## src/rtl/brk_fail_pkg.sv

```systemverilog
package brk_fail_pkg;

    localparam int CLK_HZ = 250000000;
    localparam int TICK_MS = 1;
    localparam int TICK_CYCLES = CLK_HZ / 1000 * TICK_MS;
    localparam int TICK_W = 18;
    localparam int MS_W = 16;

    localparam logic [MS_W-1:0] BACKUP_MIN_MS = 16'h0064;
    localparam logic [MS_W-1:0] BACKUP_MAX_MS = 16'hEA60;
    localparam logic [MS_W-1:0] BACKUP_DEF_MS = 16'h03E8;
    localparam logic [MS_W-1:0] RETRIP_MAX_MS = 16'h03E8;
    localparam logic [MS_W-1:0] RETRIP_DEF_MS = 16'h0064;
    localparam logic [MS_W-1:0] PULSE_MAX_MS = 16'hEA60;
    localparam logic [MS_W-1:0] PULSE_DEF_MS = 16'h0064;
    localparam int PHASES = 3;

    // Wishbone register map.
    localparam logic [3:0] REG_CTRL = 4'h0;
    localparam logic [3:0] REG_BACKUP = 4'h1;
    localparam logic [3:0] REG_RETRIP = 4'h2;
    localparam logic [3:0] REG_PULSE = 4'h3;
    localparam logic [3:0] REG_STATE = 4'h4;
    localparam logic [3:0] REG_IRQ_STAT = 4'h5;
    localparam logic [3:0] REG_IRQ_MASK = 4'h6;

    localparam int CTRL_MODE_LSB = 0;
    localparam int CTRL_RETRIP_BIT = 2;
    localparam int CTRL_SP_BIT = 3;
    localparam int IRQ_W = 4;

    typedef enum logic [1:0]
    {
        MODE_OFF,
        MODE_CURRENT,
        MODE_CONTACT,
        MODE_BOTH
    } op_mode_e;

    typedef struct packed
    {
        logic common_start_request;
        logic [PHASES-1:0] phase_start_request;
        logic breaker_closed_common;
        logic [PHASES-1:0] breaker_closed_phase;
        logic [PHASES-1:0] phase_current_threshold;
        logic residual_current_threshold;
        logic inhibit_input;
    } fail_in_s;

    typedef struct packed
    {
        logic backup_trip_out;
        logic [PHASES-1:0] retrip_out;
    } fail_out_s;

    function automatic logic [MS_W-1:0] clamp_ms(input logic [MS_W-1:0] v,
        input logic [MS_W-1:0] lo, input logic [MS_W-1:0] hi);
        clamp_ms = (v < lo) ? lo : ((v > hi) ? hi : v);
    endfunction : clamp_ms

endpackage : brk_fail_pkg

```

## src/rtl/ms_tick.sv

```systemverilog
`timescale 1ns/1ns
`default_nettype none
module ms_tick
    import brk_fail_pkg::*;
(
    // Clock and reset.
    input wire logic clk_i,
    input wire logic rst_i,
    // Tick.
    output logic tick_o
);
    logic [TICK_W-1:0] cnt;
    logic [TICK_W-1:0] next_cnt;
    logic next_tick;

    always_comb
    begin
        next_tick = (cnt == TICK_W'(TICK_CYCLES - 1));
        next_cnt = next_tick ? '0 : cnt + 1'b1;
    end

    always_ff @(posedge clk_i)
    begin
        if (rst_i)
        begin
            cnt <= '0;
            tick_o <= 1'b0;
        end
        else
        begin
            cnt <= next_cnt;
            tick_o <= next_tick;
        end
    end
endmodule : ms_tick
`default_nettype wire

```

## src/rtl/phase_timer.sv

```systemverilog
`timescale 1ns/1ns
`default_nettype none
module phase_timer
    import brk_fail_pkg::*;
(
    // Clock and reset.
    input wire logic clk_i,
    input wire logic rst_i,
    // Control.
    input wire logic tick_i,
    input wire logic start_i,
    input wire logic launch_i,
    input wire logic clear_i,
    input wire logic [MS_W-1:0] limit_i,
    // Status.
    output logic running_o,
    output logic expired_o
);
    logic [MS_W-1:0] cnt;
    logic [MS_W-1:0] next_cnt;
    logic next_running;
    logic next_expired;

    always_comb
    begin
        next_cnt = cnt;
        next_running = running_o;
        next_expired = expired_o;
        if (clear_i || !start_i)
        begin
            next_cnt = '0;
            next_running = 1'b0;
            next_expired = 1'b0;
        end
        else if (launch_i)
        begin
            next_cnt = '0;
            next_running = 1'b1;
            next_expired = (limit_i == '0);
        end
        else if (running_o && !expired_o && tick_i)
        begin
            next_cnt = cnt + 1'b1;
            next_expired = (cnt + 1'b1 >= limit_i);
        end
    end

    always_ff @(posedge clk_i)
    begin
        if (rst_i)
        begin
            cnt <= '0;
            running_o <= 1'b0;
            expired_o <= 1'b0;
        end
        else
        begin
            cnt <= next_cnt;
            running_o <= next_running;
            expired_o <= next_expired;
        end
    end
endmodule : phase_timer
`default_nettype wire

```

## src/rtl/brk_fail.sv

```systemverilog
`timescale 1ns/1ns
`default_nettype none
module brk_fail
    import brk_fail_pkg::*;
(
    // Clock and reset.
    input wire logic clk_i,
    input wire logic rst_i,
    // Wishbone slave.
    input wire logic cyc_i,
    input wire logic stb_i,
    input wire logic we_i,
    input wire logic [3:0] sel_i,
    input wire logic [5:0] adr_i,
    input wire logic [31:0] dat_i,
    output logic [31:0] dat_o,
    output logic ack_o,
    // Protection inputs.
    input wire fail_in_s pins_i,
    // Trip commands and interrupt.
    output fail_out_s trip_o,
    output logic irq_o
);
    fail_in_s meta;
    fail_in_s sync;
    fail_in_s prev;

    logic [1:0] mode_bits;
    logic retrip_en;
    logic single_pole;
    logic [MS_W-1:0] backup_ms;
    logic [MS_W-1:0] retrip_ms;
    logic [MS_W-1:0] pulse_ms;
    logic [IRQ_W-1:0] irq_stat;
    logic [IRQ_W-1:0] irq_mask;
    logic [1:0] next_mode_bits;
    logic next_retrip_en;
    logic next_single_pole;
    logic [MS_W-1:0] next_backup_ms;
    logic [MS_W-1:0] next_retrip_ms;
    logic [MS_W-1:0] next_pulse_ms;
    logic [IRQ_W-1:0] next_irq_stat;
    logic [IRQ_W-1:0] next_irq_mask;
    logic [31:0] next_dat;
    logic next_ack;

    op_mode_e mode;
    logic tick;
    logic wr;
    logic [3:0] widx;
    logic off;
    logic [PHASES-1:0] start;
    logic [PHASES-1:0] launch;
    logic [PHASES-1:0] cur_fault;
    logic [PHASES-1:0] cont_fault;
    logic [PHASES-1:0] fault;
    logic [PHASES-1:0] clear;
    logic [PHASES-1:0] bk_run;
    logic [PHASES-1:0] bk_exp;
    logic [PHASES-1:0] rt_run;
    logic [PHASES-1:0] rt_exp;
    logic [PHASES:0] cmd_set;
    logic [PHASES:0] cmd;
    logic [PHASES:0] next_cmd;
    logic [MS_W-1:0] hold [PHASES+1];
    logic [MS_W-1:0] next_hold [PHASES+1];
    fail_out_s next_trip;

    // Inputs come from outside the clock domain.
    always_ff @(posedge clk_i)
    begin
        if (rst_i)
        begin
            meta <= '0;
            sync <= '0;
            prev <= '0;
        end
        else
        begin
            meta <= pins_i;
            sync <= meta;
            prev <= sync;
        end
    end

    ms_tick u_tick
    (
        .clk_i(clk_i),
        .rst_i(rst_i),
        .tick_o(tick)
    );

    // Supervision and timer launch per phase.
    always_comb
    begin
        mode = op_mode_e'(mode_bits);
        off = (mode == MODE_OFF) || sync.inhibit_input;
        for (int p = 0; p < PHASES; p++)
        begin
            if (single_pole)
            begin
                start[p] = sync.phase_start_request[p] | sync.common_start_request;
                launch[p] = (sync.phase_start_request[p] && !prev.phase_start_request[p])
                    || (sync.common_start_request && !prev.common_start_request);
                cur_fault[p] = sync.phase_current_threshold[p]
                    | sync.residual_current_threshold;
                cont_fault[p] = sync.breaker_closed_phase[p];
            end
            else
            begin
                start[p] = (p == 0) && sync.common_start_request;
                launch[p] = (p == 0) && sync.common_start_request
                    && !prev.common_start_request;
                cur_fault[p] = (|sync.phase_current_threshold)
                    | sync.residual_current_threshold;
                cont_fault[p] = sync.breaker_closed_common;
            end
            unique case (mode)
                MODE_CURRENT: fault[p] = cur_fault[p];
                MODE_CONTACT: fault[p] = cont_fault[p];
                MODE_BOTH: fault[p] = cur_fault[p] | cont_fault[p];
                MODE_OFF: fault[p] = 1'b0;
            endcase
            clear[p] = off || !fault[p];
        end
    end

    for (genvar g = 0; g < PHASES; g++)
    begin : g_ph
        phase_timer u_bk
        (
            .clk_i(clk_i),
            .rst_i(rst_i),
            .tick_i(tick),
            .start_i(start[g]),
            .launch_i(launch[g]),
            .clear_i(clear[g]),
            .limit_i(backup_ms),
            .running_o(bk_run[g]),
            .expired_o(bk_exp[g])
        );
        phase_timer u_rt
        (
            .clk_i(clk_i),
            .rst_i(rst_i),
            .tick_i(tick),
            .start_i(start[g]),
            .launch_i(launch[g]),
            .clear_i(clear[g]),
            .limit_i(retrip_ms),
            .running_o(rt_run[g]),
            .expired_o(rt_exp[g])
        );
    end

    // Trip commands with minimum pulse stretch.
    always_comb
    begin
        cmd_set[PHASES] = |(bk_exp & fault) && !off;
        for (int p = 0; p < PHASES; p++)
            cmd_set[p] = single_pole && retrip_en && rt_exp[p] && bk_run[p]
                && fault[p] && !off;
        for (int c = 0; c <= PHASES; c++)
        begin
            next_hold[c] = hold[c];
            next_cmd[c] = cmd[c];
            if (off)
            begin
                next_cmd[c] = 1'b0;
                next_hold[c] = '0;
            end
            else if (cmd_set[c])
            begin
                next_cmd[c] = 1'b1;
                next_hold[c] = pulse_ms;
            end
            else if (cmd[c])
            begin
                if (hold[c] == '0)
                    next_cmd[c] = 1'b0;
                else if (tick)
                    next_hold[c] = hold[c] - 1'b1;
            end
        end
        next_trip.backup_trip_out = next_cmd[PHASES];
        next_trip.retrip_out = next_cmd[PHASES-1:0];
    end

    always_ff @(posedge clk_i)
    begin
        if (rst_i)
        begin
            cmd <= '0;
            trip_o <= '0;
            for (int c = 0; c <= PHASES; c++)
                hold[c] <= '0;
        end
        else
        begin
            cmd <= next_cmd;
            trip_o <= next_trip;
            for (int c = 0; c <= PHASES; c++)
                hold[c] <= next_hold[c];
        end
    end

    // Register file.
    always_comb
    begin
        wr = cyc_i && stb_i && we_i && !ack_o && sel_i[0];
        widx = adr_i[5:2];
        next_mode_bits = mode_bits;
        next_retrip_en = retrip_en;
        next_single_pole = single_pole;
        next_backup_ms = backup_ms;
        next_retrip_ms = retrip_ms;
        next_pulse_ms = pulse_ms;
        next_irq_mask = irq_mask;
        next_irq_stat = irq_stat;
        next_ack = cyc_i && stb_i && !ack_o;
        next_dat = '0;
        if (wr)
        begin
            unique case (widx)
                REG_CTRL:
                begin
                    next_mode_bits = dat_i[CTRL_MODE_LSB+:2];
                    next_retrip_en = dat_i[CTRL_RETRIP_BIT];
                    next_single_pole = dat_i[CTRL_SP_BIT];
                end
                REG_BACKUP: next_backup_ms = clamp_ms(dat_i[MS_W-1:0], BACKUP_MIN_MS,
                    BACKUP_MAX_MS);
                REG_RETRIP: next_retrip_ms = clamp_ms(dat_i[MS_W-1:0], '0,
                    RETRIP_MAX_MS);
                REG_PULSE: next_pulse_ms = clamp_ms(dat_i[MS_W-1:0], '0,
                    PULSE_MAX_MS);
                REG_IRQ_STAT: next_irq_stat = irq_stat & ~dat_i[IRQ_W-1:0];
                REG_IRQ_MASK: next_irq_mask = dat_i[IRQ_W-1:0];
                default: next_irq_mask = irq_mask;
            endcase
        end
        // New trip events set after the clear so a set wins.
        next_irq_stat = next_irq_stat | (next_cmd & ~cmd);
        if (cyc_i && stb_i && !we_i)
        begin
            unique case (widx)
                REG_CTRL: next_dat = {28'h0, single_pole, retrip_en, mode_bits};
                REG_BACKUP: next_dat = {16'h0, backup_ms};
                REG_RETRIP: next_dat = {16'h0, retrip_ms};
                REG_PULSE: next_dat = {16'h0, pulse_ms};
                REG_STATE: next_dat = {15'h0, off, rt_exp, bk_exp, rt_run, bk_run,
                    cmd};
                REG_IRQ_STAT: next_dat = {28'h0, irq_stat};
                REG_IRQ_MASK: next_dat = {28'h0, irq_mask};
                default: next_dat = '0;
            endcase
        end
    end

    always_ff @(posedge clk_i)
    begin
        if (rst_i)
        begin
            mode_bits <= 2'h0;
            retrip_en <= 1'b0;
            single_pole <= 1'b0;
            backup_ms <= BACKUP_DEF_MS;
            retrip_ms <= RETRIP_DEF_MS;
            pulse_ms <= PULSE_DEF_MS;
            irq_stat <= '0;
            irq_mask <= '0;
            ack_o <= 1'b0;
            dat_o <= '0;
            irq_o <= 1'b0;
        end
        else
        begin
            mode_bits <= next_mode_bits;
            retrip_en <= next_retrip_en;
            single_pole <= next_single_pole;
            backup_ms <= next_backup_ms;
            retrip_ms <= next_retrip_ms;
            pulse_ms <= next_pulse_ms;
            irq_stat <= next_irq_stat;
            irq_mask <= next_irq_mask;
            ack_o <= next_ack;
            dat_o <= next_dat;
            irq_o <= |(next_irq_stat & next_irq_mask);
        end
    end
endmodule : brk_fail
`default_nettype wire

```

## config.mk

```make
export PLATFORM = sky130hd
export DESIGN_NAME = brk_fail
export DESIGN_NICKNAME = d
export VERILOG_FILES = /design/src/rtl/brk_fail_pkg.sv /design/src/rtl/ms_tick.sv /design/src/rtl/phase_timer.sv /design/src/rtl/brk_fail.sv
export SDC_FILE = /design/constraint.sdc
export NUM_CORES = 1
export LEC_CHECK = 0
export BUFFER_PORTS_ARGS = -buffer_cell sky130_fd_sc_hd__buf_2
export CAP_MARGIN = 20
export CORE_MARGIN = 4
export CORE_UTILIZATION = 46
export DETAILED_ROUTE_END_ITERATION = 10
export SLEW_MARGIN = 20
export SYNTH_ARGS = -nofsm -noshare
export SYNTH_HDL_FRONTEND = slang
export SYNTH_SLANG_ARGS = --single-unit
```

## constraint.sdc

```tcl
create_clock -name clk_i -period 3.7 [get_ports clk_i]
set_input_delay 0.74 -clock clk_i [delete_from_list [all_inputs] [get_ports clk_i]]
set_output_delay 0.74 -clock clk_i [all_outputs]
set_load 0.01 [all_outputs]
```

==> impl_metrics.csv <==
group,metric,value,unit
sta,max_slew.worst_pin.slew,0.798,ns
logic_synthesis,synthDominantCellAreaShare,36.9,%
sta,relSlewSlack,46.2,%
min_path,whs_path_depth,2,
logic_synthesis,synthTopCellsByArea,"sky130_fd_sc_hd__dfxtp_1, sky130_fd_sc_hd__ha_1, sky130_fd_sc_hd__xnor2_1",
global_routing,globalRouteTotalUtil,22.6,%
sta,share_of_the_cycle_needed_by_the_critical_path_after_routing,78.7,%
clocking,cts.root.buffer_cell,"sky130_fd_sc_hd__clkbuf_16",
outcome,outcome,"finished, final reports clean",
die,die_area,0.0386,mm²
die,placement_rows,68,
detailed_routing,average_wire_per_cell_in_the_routed_design,18.1,µm
sta,finalHoldViolCount,0,
worst_setup_path,critical_path.max_fanout,5,
power_and_ir_drop,power.density_cell_area,396,mW/mm²
die,start_util,46.9,%
sta,slew_violations,0,
global_routing,total_congestion_overflow_after_global_routing,0,
min_path,endpoint_with_the_worst_hold_slack,"meta[2]",
worst_setup_path,timing.reg2reg.worst_path_depth,10,
logic_synthesis,synth_register_bits,301,
sta,setup_viol,0,
clocking,post_cts.resized_instances,0,
global_routing,grt_start_max_net_pins,39,
detailed_routing,via_count,13789,
clocking,clk_latency,0.53,ns
logic_synthesis,ys.warnings.count,0,
finish,fraction_of_final_layout_cells_sized_beyond_drive_strength_1,8.61,%
logic_synthesis,synthesis.area,0.0163,mm²
logic_synthesis,synth_compound_area_share,13.6,%
logic_synthesis,yosysTopAreaCell,"sky130_fd_sc_hd__dfxtp_1",
clocking,postCtsHoldBufs,0,
logic_synthesis,synth_mux_area_share,0.613,%
place,dp.cells,2402,
place,i_o_buffers,61,
worst_setup_path,required,4.12,ns
logic_synthesis,syn-mean-instance-area,8.41,µm²
worst_setup_path,critPathTopFamily,"simple AND/OR/NAND/NOR gates",
worst_setup_path,slowest_delay,0.67,ns
logic_synthesis,largest_family_of_logic_cells_by_synthesized_area,"simple AND/OR/NAND/NOR gates",
power_and_ir_drop,total_leakage_power,6.87,nW
clocking,clockBufferDepth,3,
power_and_ir_drop,ir_drop,428,µV
logic_synthesis,synth_fa_ha_area_share,8.20,%
clocking,cts_buffers,35,
min_path,timing.hold.worst.start,"pins_i[2]",
clocking,cts_sinks,301,
worst_setup_path,endpoint_kind,"register",
logic_synthesis,cell_with_the_most_instances_after_synthesis,"sky130_fd_sc_hd__dfxtp_1",
min_path,timing.hold.worst.class,"input port to register",
worst_setup_path,cp.arrival,3.33,ns
detailed_routing,drtIter0Drc,1125,
flow_run,drv.max_cap_violation_count,0,
logic_synthesis,synth-edff-count,0,
global_routing,grt_first_pass_wirelength,71100,µm
worst_setup_path,critPathSlowestCell,"sky130_fd_sc_hd__nor4_1",
worst_setup_path,worstReg2RegStart,"g_ph[2].u_bk.cnt[0]",
worst_setup_path,crit_path_buf_inv_count,0,
clocking,cts.clk_slew.worst_paths,0.06,ns
worst_setup_path,r2r_setup_slack,0.79,ns
detailed_routing,drt_first_pass_iters,6,
place,finalWeightedCongestion,0.915,
worst_setup_path,critical_path.startpoint_type,"register",
sta,grt_setup_unrepaired,"false",
logic_synthesis,synthCells,1942,
sta,post-route-min-period,2.91,ns
sta,clock-skew-final,0.0166,ns
die,fp.dieH,196,µm
die,die_width,196,µm
logic_synthesis,synth-main-ff-cell,"sky130_fd_sc_hd__dfxtp_1",
logic_synthesis,yosys-top-cells-count,"sky130_fd_sc_hd__dfxtp_1, sky130_fd_sc_hd__nor2_1, sky130_fd_sc_hd__nand2_1, sky130_fd_sc_hd__xnor2_1, sky130_fd_sc_hd__a21oi_1",
finish,number_of_nets_in_the_layout,2151,
sta,maxClockFrequency,343,MHz
global_routing,initial_antenna_violation_count,1,
worst_setup_path,timing.setup.critical_path_class,"register to register",
worst_setup_path,crit_path_cell_trace,"ha_1 > nand3_1 > nor4_1 > nand3_1 > xnor2_1 > ha_1 > nand4_1 > nor3_1 > a21oi_1 > nor4_1",
die,io-pin-count,98,
logic_synthesis,synth.yosys.seq_area_share,36.9,%
logic_synthesis,synth-simple-area-share,24.1,%
die,core_footprint,0.0348,mm²
detailed_routing,drt.antenna.violating_nets,0,
finish,diodes_inserted,0,
detailed_routing,vias_per_cell,5.60,
worst_setup_path,r2r_end,"g_ph[2].u_bk.expired_o",
detailed_routing,routed_wl,44600,µm
clocking,postCtsSetupRepairBufs,0,
logic_synthesis,synth_cell_types,71,
sta,final.setup.tns,0,ns
detailed_routing,detail_route.drc_violations,0,
finish,area_growth_from_synthesis_to_final_layout,12.1,%
finish,stdcell_count,2464,
logic_synthesis,asyncSetResetFlopFracSynth,0,%
clocking,htree_levels,2,
global_routing,first_global_vias,13021,
logic_synthesis,synth-xor-area-share,12.7,%
clocking,cts_tree,"done",
place,place.detailed.hpwl,31700,µm
## worst register-to-register path, delay by kind of cell, from the launching register on
family,cells,cell delay (ns)
compound gates,1,0.10
fa+ha+maj,2,0.52
xor+xnor,1,0.17
simple gates,6,1.63
flops,1,0.42
## power breakdown
part	switching, W	internal (W)	leakage, nW	total, W
Sequential	0.0000113	0.00326	2.43	0.00327
Combinational	0.0000964	0.0000448	3.83	0.000141
Clock	0.00144	0.00240	0.617	0.00384
## layer usage
| metal | track usage, % | vias up | wire length (µm) |
|---|---|---|---|
| li1 | - | 6897 | - |
| met1 | 32.5 | 6394 | 21000 |
| met2 | 35.2 | 416 | 19500 |
| met3 | 3.59 | 80 | 2910 |
| met4 | 6.52 | 2 | 1180 |
| met5 | 0 | - | 7 |
## registers in the layout, summed over array words and instances, names as in the netlist, 13 cells and up
name,cells
pulse_ms,16
hold,64
backup_ms,16
g_ph.u_bk.cnt,48
meta,13
u_tick.cnt,18
dat_o,17
sync,13
g_ph.u_rt.cnt,48
retrip_ms,16
## area by class of cell
| class | instances | area, µm² |
|---|---|---|
| Tap cell | 455 | 569 |
| Inverter | 55 | 206 |
| Clock buffer | 48 | 1010 |
| Multi-Input combinational cell | 1503 | 9730 |
| Clock inverter | 14 | 273 |
| Timing Repair Buffer | 88 | 508 |
| Fill cell | 3275 | 16500 |
| Sequential cell | 301 | 6030 |
## per-stage QoR
stage | total power (W) | setup slack [ns] | area [µm²] | hold slack [ns] | util (%)
after floorplan | 0.00343 | 0.997 | 16400 | 0.414 | -
after global placement | 0.00348 | 0.853 | 17000 | 0.427 | 49.0
after detailed placement | 0.00348 | 0.766 | 17000 | 0.420 | 49.0
after CTS | 0.00732 | 0.774 | 18300 | 0.403 | 52.6
after global routing | 0.00745 | 0.497 | 18300 | 0.416 | 52.6
final | 0.00725 | 0.789 | 18300 | 0.422 | 52.6
## how the worst max path moves through the flow
stage / startpoint / end / slack (ns) / cells past startpoint
5_1_grt: g_ph[2].u_bk.cnt[0] / g_ph[2].u_bk.expired_o / 0.50 / 10
3_3_place_gp: stb_i / backup_ms[6] / 0.85 / 8
3_5_place_dp: g_ph[2].u_bk.cnt[0] / g_ph[2].u_bk.expired_o / 0.77 / 10
6_report: g_ph[2].u_bk.cnt[0] / g_ph[2].u_bk.expired_o / 0.79 / 10
2_1_floorplan: g_ph[0].u_rt.cnt[5] / g_ph[0].u_rt.expired_o / 1.0 / 11
4_1_cts: g_ph[2].u_bk.cnt[0] / g_ph[2].u_bk.expired_o / 0.77 / 10
## cells in the final DEF, fill, tap and decap left out, types with 20 or more instances in the layout
cell and count:
sky130_fd_sc_hd__buf_4 27, sky130_fd_sc_hd__nand3_1 76, sky130_fd_sc_hd__a22oi_1 35, sky130_fd_sc_hd__ha_1 107
sky130_fd_sc_hd__or3_1 23, sky130_fd_sc_hd__nor3_1 64, sky130_fd_sc_hd__xor2_1 107, sky130_fd_sc_hd__nand2_1 172
sky130_fd_sc_hd__clkbuf_16 36, sky130_fd_sc_hd__nor2_1 237, sky130_fd_sc_hd__dfxtp_1 301, sky130_fd_sc_hd__buf_2 61
sky130_fd_sc_hd__inv_1 55, sky130_fd_sc_hd__xnor2_1 129, sky130_fd_sc_hd__nor4_1 32, sky130_fd_sc_hd__a211oi_1 36
sky130_fd_sc_hd__and3_1 20, sky130_fd_sc_hd__nand4_1 30, sky130_fd_sc_hd__nor2b_1 40, sky130_fd_sc_hd__o21ai_0 74
sky130_fd_sc_hd__a21oi_1 118
## logic make-up after synthesis
kind of cell,after synthesis
multiplexers,10
AND/OR/NAND/NOR,782
AO/OA/AOI/OAI,353
flip-flops,301
adder cells (fa/ha/maj),107
XOR/XNOR,236
buffers and inverters,152
other,1
No activity file was read; power rests on OpenSTA's default activity.
